### config.mk
export PLATFORM = sky130hd
export DESIGN_NAME = iprl_regs
export DESIGN_NICKNAME = d
export VERILOG_FILES = /design/src/logic/iprl_pkg.sv /design/src/logic/iprl_level.sv /design/src/logic/iprl_regs.sv
export SDC_FILE = /design/constraint.sdc
export NUM_CORES = 1
export LEC_CHECK = 0
export ABC_AREA = 1
export ABC_CLOCK_PERIOD_IN_PS = 5000
export BUFFER_PORTS_ARGS = -buffer_cell sky130_fd_sc_hd__buf_4
export CORE_AREA = 10 10 139 192
export CTS_CLUSTER_DIAMETER = 40
export DETAILED_ROUTE_END_ITERATION = 10
export DIE_AREA = 0 0 149 202
export HOLD_SLACK_MARGIN = 0.06
export PLACE_DENSITY_LB_ADDON = 0.12
export SLEW_MARGIN = 20
export SYNTH_ARGS = -nofsm -noshare
export SYNTH_HDL_FRONTEND = slang
export SYNTH_HIERARCHICAL = 1
export SYNTH_SLANG_ARGS = --single-unit
### constraint.sdc
create_clock -name SYS_CLK -period 5 [get_ports SYS_CLK]
set_clock_uncertainty 0.15 [all_clocks]
set_input_delay 0.5 -clock SYS_CLK [delete_from_list [all_inputs] [get_ports SYS_CLK]]
set_output_delay 0.5 -clock SYS_CLK [all_outputs]
set_load 0.01 [all_outputs]
### src/logic/iprl_pkg.sv
// Constants, types and source table for the interrupt priority registers
// ==========================================================================
// Overview of operation
// - Code 111 gives level 7, the highest
// - Code 001 gives level 1, lowest active
// - Code 000 disables the source entirely
// - Every field resets to priority 4
// - Unimplemented bits always read as zero
// - Reg 0: timer1, compare1, capture1, ext0
// - Reg 1: timer2, compare2, capture2; low nibble empty
// - Reg 2: serial rx, sync event, fault, timer3
// - Reg 3: bits 15-7 empty; adc, serial tx
// - Reg 4: pin change, comparator, two-wire events
// - Reg 5: capture8, capture7, ext1; 7-3 empty
package iprl_pkg;

  // ========================================================================
  // Widths
  localparam int IPRL_NUM_REGS = 6;
  localparam int IPRL_NUM_SRC  = 20;
  localparam int IPRL_FIELD_W  = 3;
  localparam int IPRL_REG_W    = 16;
  localparam int IPRL_DATA_W   = 32;
  localparam int IPRL_ADDR_W   = 8;
  localparam int IPRL_STRB_W   = 4;
  localparam int IPRL_IDX_W    = 3;

  // ========================================================================
  // Register map
  localparam logic [IPRL_ADDR_W-1:0] IPRL_REG_OFFS [IPRL_NUM_REGS] =
    '{8'h00, 8'h04, 8'h08, 8'h0C, 8'h10, 8'h14};
  typedef logic [IPRL_NUM_REGS-1:0][IPRL_REG_W-1:0] iprl_regs_t;
  localparam iprl_regs_t IPRL_IMPL_MASK =
    {16'h7707, 16'h7777, 16'h0077, 16'h7777, 16'h7770, 16'h7777};
  localparam iprl_regs_t IPRL_RST_REGS =
    {16'h4404, 16'h4444, 16'h0044, 16'h4444, 16'h4440, 16'h4444};
  localparam logic [IPRL_REG_W-1:0] IPRL_SPARE_BITS = 16'h8888;

  // Field positions inside a register
  localparam int IPRL_HI_LSB = 12;
  localparam int IPRL_MH_LSB = 8;
  localparam int IPRL_ML_LSB = 4;
  localparam int IPRL_LO_LSB = 0;

  // Codes and bus answers
  localparam logic [IPRL_FIELD_W-1:0] IPRL_CODE_OFF = 3'h0;
  localparam logic [IPRL_FIELD_W-1:0] IPRL_CODE_MIN = 3'h1;
  localparam logic [IPRL_FIELD_W-1:0] IPRL_CODE_MAX = 3'h7;
  localparam logic [IPRL_FIELD_W-1:0] IPRL_RST_FIELD = 3'h4;
  localparam logic [1:0] IPRL_RESP_OKAY   = 2'h0;
  localparam logic [1:0] IPRL_RESP_SLVERR = 2'h2;

  // ========================================================================
  // Source indices on the level outputs
  localparam int IPRL_TIMER_ONE_PRIO            = 0;
  localparam int IPRL_COMPARE_ONE_PRIO          = 1;
  localparam int IPRL_CAPTURE_ONE_PRIO          = 2;
  localparam int IPRL_EXT_IRQ_ZERO_PRIO         = 3;
  localparam int IPRL_TIMER_TWO_PRIO            = 4;
  localparam int IPRL_COMPARE_TWO_PRIO          = 5;
  localparam int IPRL_CAPTURE_TWO_PRIO          = 6;
  localparam int IPRL_SERIAL_ONE_RX_PRIO        = 7;
  localparam int IPRL_SYNC_SERIAL_ONE_EVENT_PRIO = 8;
  localparam int IPRL_SYNC_SERIAL_ONE_FAULT_PRIO = 9;
  localparam int IPRL_TIMER_THREE_PRIO          = 10;
  localparam int IPRL_ADC_DONE_PRIO             = 11;
  localparam int IPRL_SERIAL_ONE_TX_PRIO        = 12;
  localparam int IPRL_PIN_CHANGE_PRIO           = 13;
  localparam int IPRL_COMPARATOR_PRIO           = 14;
  localparam int IPRL_TWOWIRE_ONE_MASTER_PRIO   = 15;
  localparam int IPRL_TWOWIRE_ONE_SLAVE_PRIO    = 16;
  localparam int IPRL_CAPTURE_EIGHT_PRIO        = 17;
  localparam int IPRL_CAPTURE_SEVEN_PRIO        = 18;
  localparam int IPRL_EXT_IRQ_ONE_PRIO          = 19;

  // Register and field of each source
  localparam int IPRL_SRC_REG [IPRL_NUM_SRC] =
    '{0, 0, 0, 0, 1, 1, 1, 2, 2, 2, 2, 3, 3, 4, 4, 4, 4, 5, 5, 5};
  localparam int IPRL_SRC_LSB [IPRL_NUM_SRC] =
    '{IPRL_HI_LSB, IPRL_MH_LSB, IPRL_ML_LSB, IPRL_LO_LSB,
      IPRL_HI_LSB, IPRL_MH_LSB, IPRL_ML_LSB,
      IPRL_HI_LSB, IPRL_MH_LSB, IPRL_ML_LSB, IPRL_LO_LSB,
      IPRL_ML_LSB, IPRL_LO_LSB,
      IPRL_HI_LSB, IPRL_MH_LSB, IPRL_ML_LSB, IPRL_LO_LSB,
      IPRL_HI_LSB, IPRL_MH_LSB, IPRL_LO_LSB};

  // ========================================================================
  // Types
  typedef enum logic {IPRL_WR_COLLECT, IPRL_WR_RESP} iprl_wr_state_t;
  typedef enum logic {IPRL_RD_ADDR, IPRL_RD_DATA} iprl_rd_state_t;

  typedef struct packed {
    iprl_regs_t                regs;
    iprl_wr_state_t            wr_state;
    iprl_rd_state_t            rd_state;
    logic                      aw_got;
    logic                      w_got;
    logic [IPRL_ADDR_W-1:0]    aw_addr;
    logic [IPRL_DATA_W-1:0]    w_data;
    logic [IPRL_STRB_W-1:0]    w_strb;
    logic                      awready;
    logic                      wready;
    logic                      bvalid;
    logic [1:0]                bresp;
    logic                      arready;
    logic                      rvalid;
    logic [IPRL_DATA_W-1:0]    rdata;
    logic [1:0]                rresp;
  } iprl_state_t;

  typedef struct packed {
    logic [IPRL_FIELD_W-1:0] level;
    logic                    active;
  } iprl_lvl_state_t;

  // Field of one source out of the register set
  function automatic logic [IPRL_FIELD_W-1:0] iprl_field(input iprl_regs_t regs, input int src);
    return regs[IPRL_SRC_REG[src]][IPRL_SRC_LSB[src] +: IPRL_FIELD_W];
  endfunction

endpackage

### src/logic/iprl_level.sv
// Registered decode of one three-bit priority field
module iprl_level (
  input  wire logic                              sys_clk,
  input  wire logic                              rst_b,
  input  wire logic                              ce,
  input  wire logic [iprl_pkg::IPRL_FIELD_W-1:0] code,
  output logic      [iprl_pkg::IPRL_FIELD_W-1:0] level,
  output logic                                   active
);
  import iprl_pkg::*;

  iprl_lvl_state_t lvl_reg;
  iprl_lvl_state_t lvl_next;

  // ========================================================================
  // Decode
  always_comb begin
    lvl_next = lvl_reg;
    lvl_next.level = code;
    lvl_next.active = (code != IPRL_CODE_OFF);
  end

  always_ff @(posedge sys_clk or negedge rst_b) begin
    if (!rst_b) begin
      lvl_reg <= '{level: IPRL_RST_FIELD, active: 1'b1};
    end else if (ce) begin
      lvl_reg <= lvl_next;
    end
  end

  assign level  = lvl_reg.level;
  assign active = lvl_reg.active;
endmodule

### src/logic/iprl_regs.sv
// Top: AXI4-Lite slave holding six interrupt priority registers
module iprl_regs (
  input  wire logic                                                    SYS_CLK,
  input  wire logic                                                    RST_B,
  input  wire logic                                                    CE,
  input  wire logic [iprl_pkg::IPRL_ADDR_W-1:0]                        AWADDR,
  input  wire logic                                                    AWVALID,
  output logic                                                         AWREADY,
  input  wire logic [iprl_pkg::IPRL_DATA_W-1:0]                        WDATA,
  input  wire logic [iprl_pkg::IPRL_STRB_W-1:0]                        WSTRB,
  input  wire logic                                                    WVALID,
  output logic                                                         WREADY,
  output logic      [1:0]                                              BRESP,
  output logic                                                         BVALID,
  input  wire logic                                                    BREADY,
  input  wire logic [iprl_pkg::IPRL_ADDR_W-1:0]                        ARADDR,
  input  wire logic                                                    ARVALID,
  output logic                                                         ARREADY,
  output logic      [iprl_pkg::IPRL_DATA_W-1:0]                        RDATA,
  output logic      [1:0]                                              RRESP,
  output logic                                                         RVALID,
  input  wire logic                                                    RREADY,
  output logic      [iprl_pkg::IPRL_NUM_SRC-1:0][iprl_pkg::IPRL_FIELD_W-1:0] PRIO_LEVEL,
  output logic      [iprl_pkg::IPRL_NUM_SRC-1:0]                       PRIO_ACTIVE
);
  import iprl_pkg::*;

  localparam iprl_state_t ST_RST = '{
    regs:     IPRL_RST_REGS,
    wr_state: IPRL_WR_COLLECT,
    rd_state: IPRL_RD_ADDR,
    default:  '0
  };

  iprl_state_t st_reg;
  iprl_state_t st_next;

  logic                   aw_take;
  logic                   w_take;
  logic                   ar_take;
  logic                   have_aw;
  logic                   have_w;
  logic [IPRL_IDX_W:0]    wr_dec;
  logic [IPRL_IDX_W:0]    rd_dec;

  // ========================================================================
  // Helpers
  // Hit flag on top, register index below
  function automatic logic [IPRL_IDX_W:0] decode_addr(input logic [IPRL_ADDR_W-1:0] addr);
    logic [IPRL_IDX_W:0] res;
    res = '0;
    for (int i = 0; i < IPRL_NUM_REGS; i++) begin
      if (addr[IPRL_ADDR_W-1:2] == IPRL_REG_OFFS[i][IPRL_ADDR_W-1:2]) begin
        res = {1'b1, IPRL_IDX_W'(i)};
      end
    end
    return res;
  endfunction

  // Byte-lane merge, then drop unimplemented bits
  function automatic logic [IPRL_REG_W-1:0] merge_word(
    input logic [IPRL_REG_W-1:0]  old_val,
    input logic [IPRL_DATA_W-1:0] data,
    input logic [IPRL_STRB_W-1:0] strb,
    input logic [IPRL_REG_W-1:0]  mask
  );
    logic [IPRL_REG_W-1:0] val;
    val = old_val;
    for (int b = 0; b < IPRL_REG_W / 8; b++) begin
      if (strb[b]) begin
        val[b*8 +: 8] = data[b*8 +: 8];
      end
    end
    return val & mask;
  endfunction

  // ========================================================================
  // Next state
  always_comb begin
    st_next = st_reg;
    aw_take = AWVALID && st_reg.awready;
    w_take  = WVALID && st_reg.wready;
    ar_take = ARVALID && st_reg.arready;
    have_aw = st_reg.aw_got || aw_take;
    have_w  = st_reg.w_got || w_take;
    wr_dec  = '0;
    rd_dec  = decode_addr(ARADDR);

    // Write channel: address and data in either order
    case (st_reg.wr_state)
      IPRL_WR_COLLECT: begin
        if (aw_take) begin
          st_next.aw_got  = 1'b1;
          st_next.aw_addr = AWADDR;
        end
        if (w_take) begin
          st_next.w_got  = 1'b1;
          st_next.w_data = WDATA;
          st_next.w_strb = WSTRB;
        end
        if (have_aw && have_w) begin
          wr_dec = decode_addr(st_next.aw_addr);
          if (wr_dec[IPRL_IDX_W]) begin
            st_next.regs[wr_dec[IPRL_IDX_W-1:0]] = merge_word(
              st_reg.regs[wr_dec[IPRL_IDX_W-1:0]],
              st_next.w_data,
              st_next.w_strb,
              IPRL_IMPL_MASK[wr_dec[IPRL_IDX_W-1:0]]);
            st_next.bresp = IPRL_RESP_OKAY;
          end else begin
            st_next.bresp = IPRL_RESP_SLVERR;
          end
          st_next.aw_got   = 1'b0;
          st_next.w_got    = 1'b0;
          st_next.bvalid   = 1'b1;
          st_next.wr_state = IPRL_WR_RESP;
        end
      end
      IPRL_WR_RESP: begin
        if (BREADY) begin
          st_next.bvalid   = 1'b0;
          st_next.wr_state = IPRL_WR_COLLECT;
        end
      end
      default: begin
        st_next.wr_state = IPRL_WR_COLLECT;
      end
    endcase
    st_next.awready = (st_next.wr_state == IPRL_WR_COLLECT) && !st_next.aw_got;
    st_next.wready  = (st_next.wr_state == IPRL_WR_COLLECT) && !st_next.w_got;

    // Read channel
    case (st_reg.rd_state)
      IPRL_RD_ADDR: begin
        if (ar_take) begin
          if (rd_dec[IPRL_IDX_W]) begin
            st_next.rdata = {{(IPRL_DATA_W - IPRL_REG_W){1'b0}},
                             st_reg.regs[rd_dec[IPRL_IDX_W-1:0]]};
            st_next.rresp = IPRL_RESP_OKAY;
          end else begin
            st_next.rdata = '0;
            st_next.rresp = IPRL_RESP_SLVERR;
          end
          st_next.rvalid   = 1'b1;
          st_next.rd_state = IPRL_RD_DATA;
        end
      end
      IPRL_RD_DATA: begin
        if (RREADY) begin
          st_next.rvalid   = 1'b0;
          st_next.rd_state = IPRL_RD_ADDR;
        end
      end
      default: begin
        st_next.rd_state = IPRL_RD_ADDR;
      end
    endcase
    st_next.arready = (st_next.rd_state == IPRL_RD_ADDR);
  end

  // ========================================================================
  // State register
  always_ff @(posedge SYS_CLK or negedge RST_B) begin
    if (!RST_B) begin
      st_reg <= ST_RST;
    end else if (CE) begin
      st_reg <= st_next;
    end
  end

  assign AWREADY = st_reg.awready;
  assign WREADY  = st_reg.wready;
  assign BVALID  = st_reg.bvalid;
  assign BRESP   = st_reg.bresp;
  assign ARREADY = st_reg.arready;
  assign RVALID  = st_reg.rvalid;
  assign RDATA   = st_reg.rdata;
  assign RRESP   = st_reg.rresp;

  // ========================================================================
  // Per-source level decode
  generate
    for (genvar s = 0; s < IPRL_NUM_SRC; s++) begin : g_src
      iprl_level u_level (
        .sys_clk (SYS_CLK),
        .rst_b   (RST_B),
        .ce      (CE),
        .code    (iprl_field(st_reg.regs, s)),
        .level   (PRIO_LEVEL[s]),
        .active  (PRIO_ACTIVE[s])
      );
    end
  endgenerate

  generate
    for (genvar r = 0; r < IPRL_NUM_REGS; r++) begin : g_chk

    end
  endgenerate
endmodule

==> flow_summary.json <==
{
  "run_status": "finished clean",
  "worst_rel_slew_slack_pct": 36.4,
  "synth_top_flop_cell": "sky130_fd_sc_hd__dfrtp_1",
  "max_freq_ghz": 0.324,
  "hold-worst-slack_ns": 0.0133,
  "htree_levels": 4,
  "drive_gt1_share_pct": 23.5,
  "synthArstFlopShare_pct": 100,
  "globalplace.congestion": 0.947,
  "timing.rr.start": "AWREADY$_DFFE_PN0P_",
  "cp_slowest_cell": "sky130_fd_sc_hd__dfrtp_1",
  "power_density_mw_per_mm2": 426,
  "post-route-util_pct": 49.5,
  "timing.critical_path.required_ns": 5.19,
  "numCtsBuffers": 17,
  "finalWorstPathRequiredPeriod_ns": 3.09,
  "hpwlAfterDp_mm": 21.4,
  "yosys.area.top_type": "sky130_fd_sc_hd__dfrtp_1",
  "i_o_pin_total": 181,
  "fin_setup_tns_ns": 0,
  "yosysSeqAreaShare_pct": 50.5,
  "worst-r2r-setup-slack_ns": 1.91,
  "gr-usage-met1_pct": 21.1,
  "first_global_vias": 8256,
  "detailedPlace.worstSlack_ns": 1.78,
  "synth.top_cell.area_share_pct": 34.5,
  "min_period_over_period_pct": 61.7,
  "antenna_cells_inserted": 0,
  "regToRegEndpoint": "st_reg[158]$_DFFE_PN0P_",
  "floorplan_die_width_um": 149,
  "maxSlewViolCount": 0,
  "slowest_delay_ns": 0.59,
  "insertion_delay_ns": 0.45,
  "maximum_number_of_pins_on_one_net_before_global_route_repair": 117,
  "rsz0062_at_grt": "no",
  "groute.usage.overall_pct": 19.0,
  "synth_area_per_inst_sq_um": 7.95,
  "ys_warn_count": 6,
  "synthTopCellsByArea": "sky130_fd_sc_hd__dfrtp_1 34%, sky130_fd_sc_hd__dfstp_2 16%, sky130_fd_sc_hd__nand2_1 16%",
  "stdcell_area_sq_mm": 0.0114,
  "power.static_leakage_nw": 5.91,
  "nets": 1402,
  "residual_drc_count": 0,
  "synth.most_common_cell": "sky130_fd_sc_hd__nand2_1",
  "grt_most_used_layer": "met2",
  "worst_slack_setup_final_ns": 1.91,
  "drt_iter0_markers": 519,
  "num-fill-cells": 2350,
  "per_cell_via_count_in_the_routed_design": 5.00,
  "cts.reportedPaths.clkPinSlew_ns": 0.08,
  "reg2reg_depth": 13,
  "cts_post_setup_buffers_inserted": 0,
  "placedCellCount": 1629,
  "synth_common_cells": "418 x sky130_fd_sc_hd__nand2_1, 135 x sky130_fd_sc_hd__dfrtp_1, 116 x sky130_fd_sc_hd__nor2_1",
  "globalRouteOverflowTotal": 0,
  "number_of_enable_type_register_cells_in_the_synthesized_netlist": 0,
  "timing.critical_path.cells": "nand2_8 -> nand2_4 -> nand2_2 -> nor2_8 -> nand3_4 -> inv_2 -> a21oi_2 -> nor2_4 -> inv_2 -> nor2_4 -> inv_2 -> nand2_1 -> nand2_1",
  "cts_tree": "done",
  "clock_tree_root": "sky130_fd_sc_hd__clkbuf_16",
  "postSynthCellCount": 1233,
  "instances_no_fill": 1661,
  "start_util_pct": 42.4,
  "cts_resized": 0,
  "tightest_slew_ns": 0.955,
  "max_cap_viol_count": 0,
  "number_of_buffers_on_the_longest_clock_path": 2,
  "coreArea_sq_mm": 0.0231,
  "p_total_mw": 4.87,
  "yosys_register_bits": 195,
  "synth.lib_cells_used.distinct": 40,
  "worst-endpoint-arrival_ns": 3.27,
  "fp.dieArea_sq_mm": 0.0301,
  "number_of_endpoints_failing_setup_at_the_final_stage": 0,
  "fp-row-count": 66,
  "startpoint_type": "register",
  "die_height_um": 202,
  "detail_route.first_pass.iterations": 5,
  "path_common_cell": "sky130_fd_sc_hd__inv_2",
  "grt.met2_usage_pct": 34.7,
  "timing.final.hold_violations": 0,
  "largest_register_ffs": 96,
  "postCtsHoldBufs": 0,
  "place_area_sq_mm": 0.0108,
  "postRouteWirelength_mm": 28.5,
  "peak_fanout_along_the_critical_path": 14,
  "min-delay-path-class": "input port to asynchronous set/reset pin",
  "cts.sinks": 195,
  "areaGrowthSynthToFinish_pct": 16.6,
  "route.vias.total": 8297,
  "ant_nets": 0,
  "initial_antenna_violation_count": 0,
  "use_met3_pct": 3.69,
  "wl_per_cell_um": 17.2,
  "worstSetupEndpointType": "register",
  "wire_length_of_the_first_global_routing_pass_mm": 45.0,
  "syn-cell-area_sq_mm": 0.00981,
  "vdd_drop_max_v": 0.000247,
  "crit_type": "register to register",
  "io_buffers": 132
}
## layer usage
layer / vias to the layer above / part of all wire, %
li1: 4072 / -
met1: 3955 / 38
met2: 216 / 55
met3: 54 / 4.3
met4: 0 / 2.8
met5: - / 0
## final cells by class
type	count	area [sq um]	area share [%]
flip-flops and latches	195	4950	43.3
repair buffers	140	1060	9.24
inverters	117	444	3.88
well taps	306	383	3.35
clock buffers	18	439	3.84
multi-input cells	871	4010	35.1
clock inverters	14	150	1.31
## critical path: cells and delay by family (launching register included)
kind / cells / cell delay, ns
and+or+nand+nor: 9 / 1.45
buffers and inverters: 3 / 0.67
DFF: 1 / 0.59
AOI/OAI and AO/OA: 1 / 0.07
## how the worst max path moves through the flow
stage                              from                      end  slack (ns)  cells past startpoint
floorplan                       AWVALID  st_reg[117]$_DFFE_PN0P_        2.84                     13
global placement              ARADDR[7]     RDATA[1]$_DFFE_PN0P_        1.79                     11
detailed placement            ARADDR[7]     RDATA[1]$_DFFE_PN0P_        1.78                     11
CTS                 AWREADY$_DFFE_PN0P_  st_reg[165]$_DFFE_PN0P_        1.92                     13
global route        AWREADY$_DFFE_PN0P_  st_reg[154]$_DFFE_PN0P_        1.68                     13
finish              AWREADY$_DFFE_PN0P_  st_reg[158]$_DFFE_PN0P_        1.91                     13
## logic make-up after synthesis
kind of cell           after synthesis  share of synthesized area, %
AO/OA/AOI/OAI                      133                          7.64
other                                1                        0.0382
buffers and inverters              188                          9.44
flip-flops                         195                          50.5
AND/OR/NAND/NOR                    709                          31.6
multiplexers                         7                         0.715
## report_power, final
group	leakage (nW)	switching, mW	total (mW)	internal [mW]
Sequential	2.42	0.204	2.05	1.84
Clock	0.292	0.691	1.38	0.686
Combinational	3.20	0.958	1.45	0.492
Total	5.91	1.85	4.87	3.02
## layout by cell type, fill, tap and decap left out, drive strengths merged
cell,n
nand2,430
nor2,150
buf,139
dfrtp,135
inv,127
nand3,112
dfstp,60
o21ai,54
a21oi,47
o211ai,23
conb,22
clkbuf,19
nor3,8
mux2i,7
nand3b,4
clkinv,4
a31oi,3
nand4,3
o22ai,2
or2,2
a22oi,1
a32o,1
o21a,1
a21boi,1
Note: power is estimated with default switching activity, not from simulation.
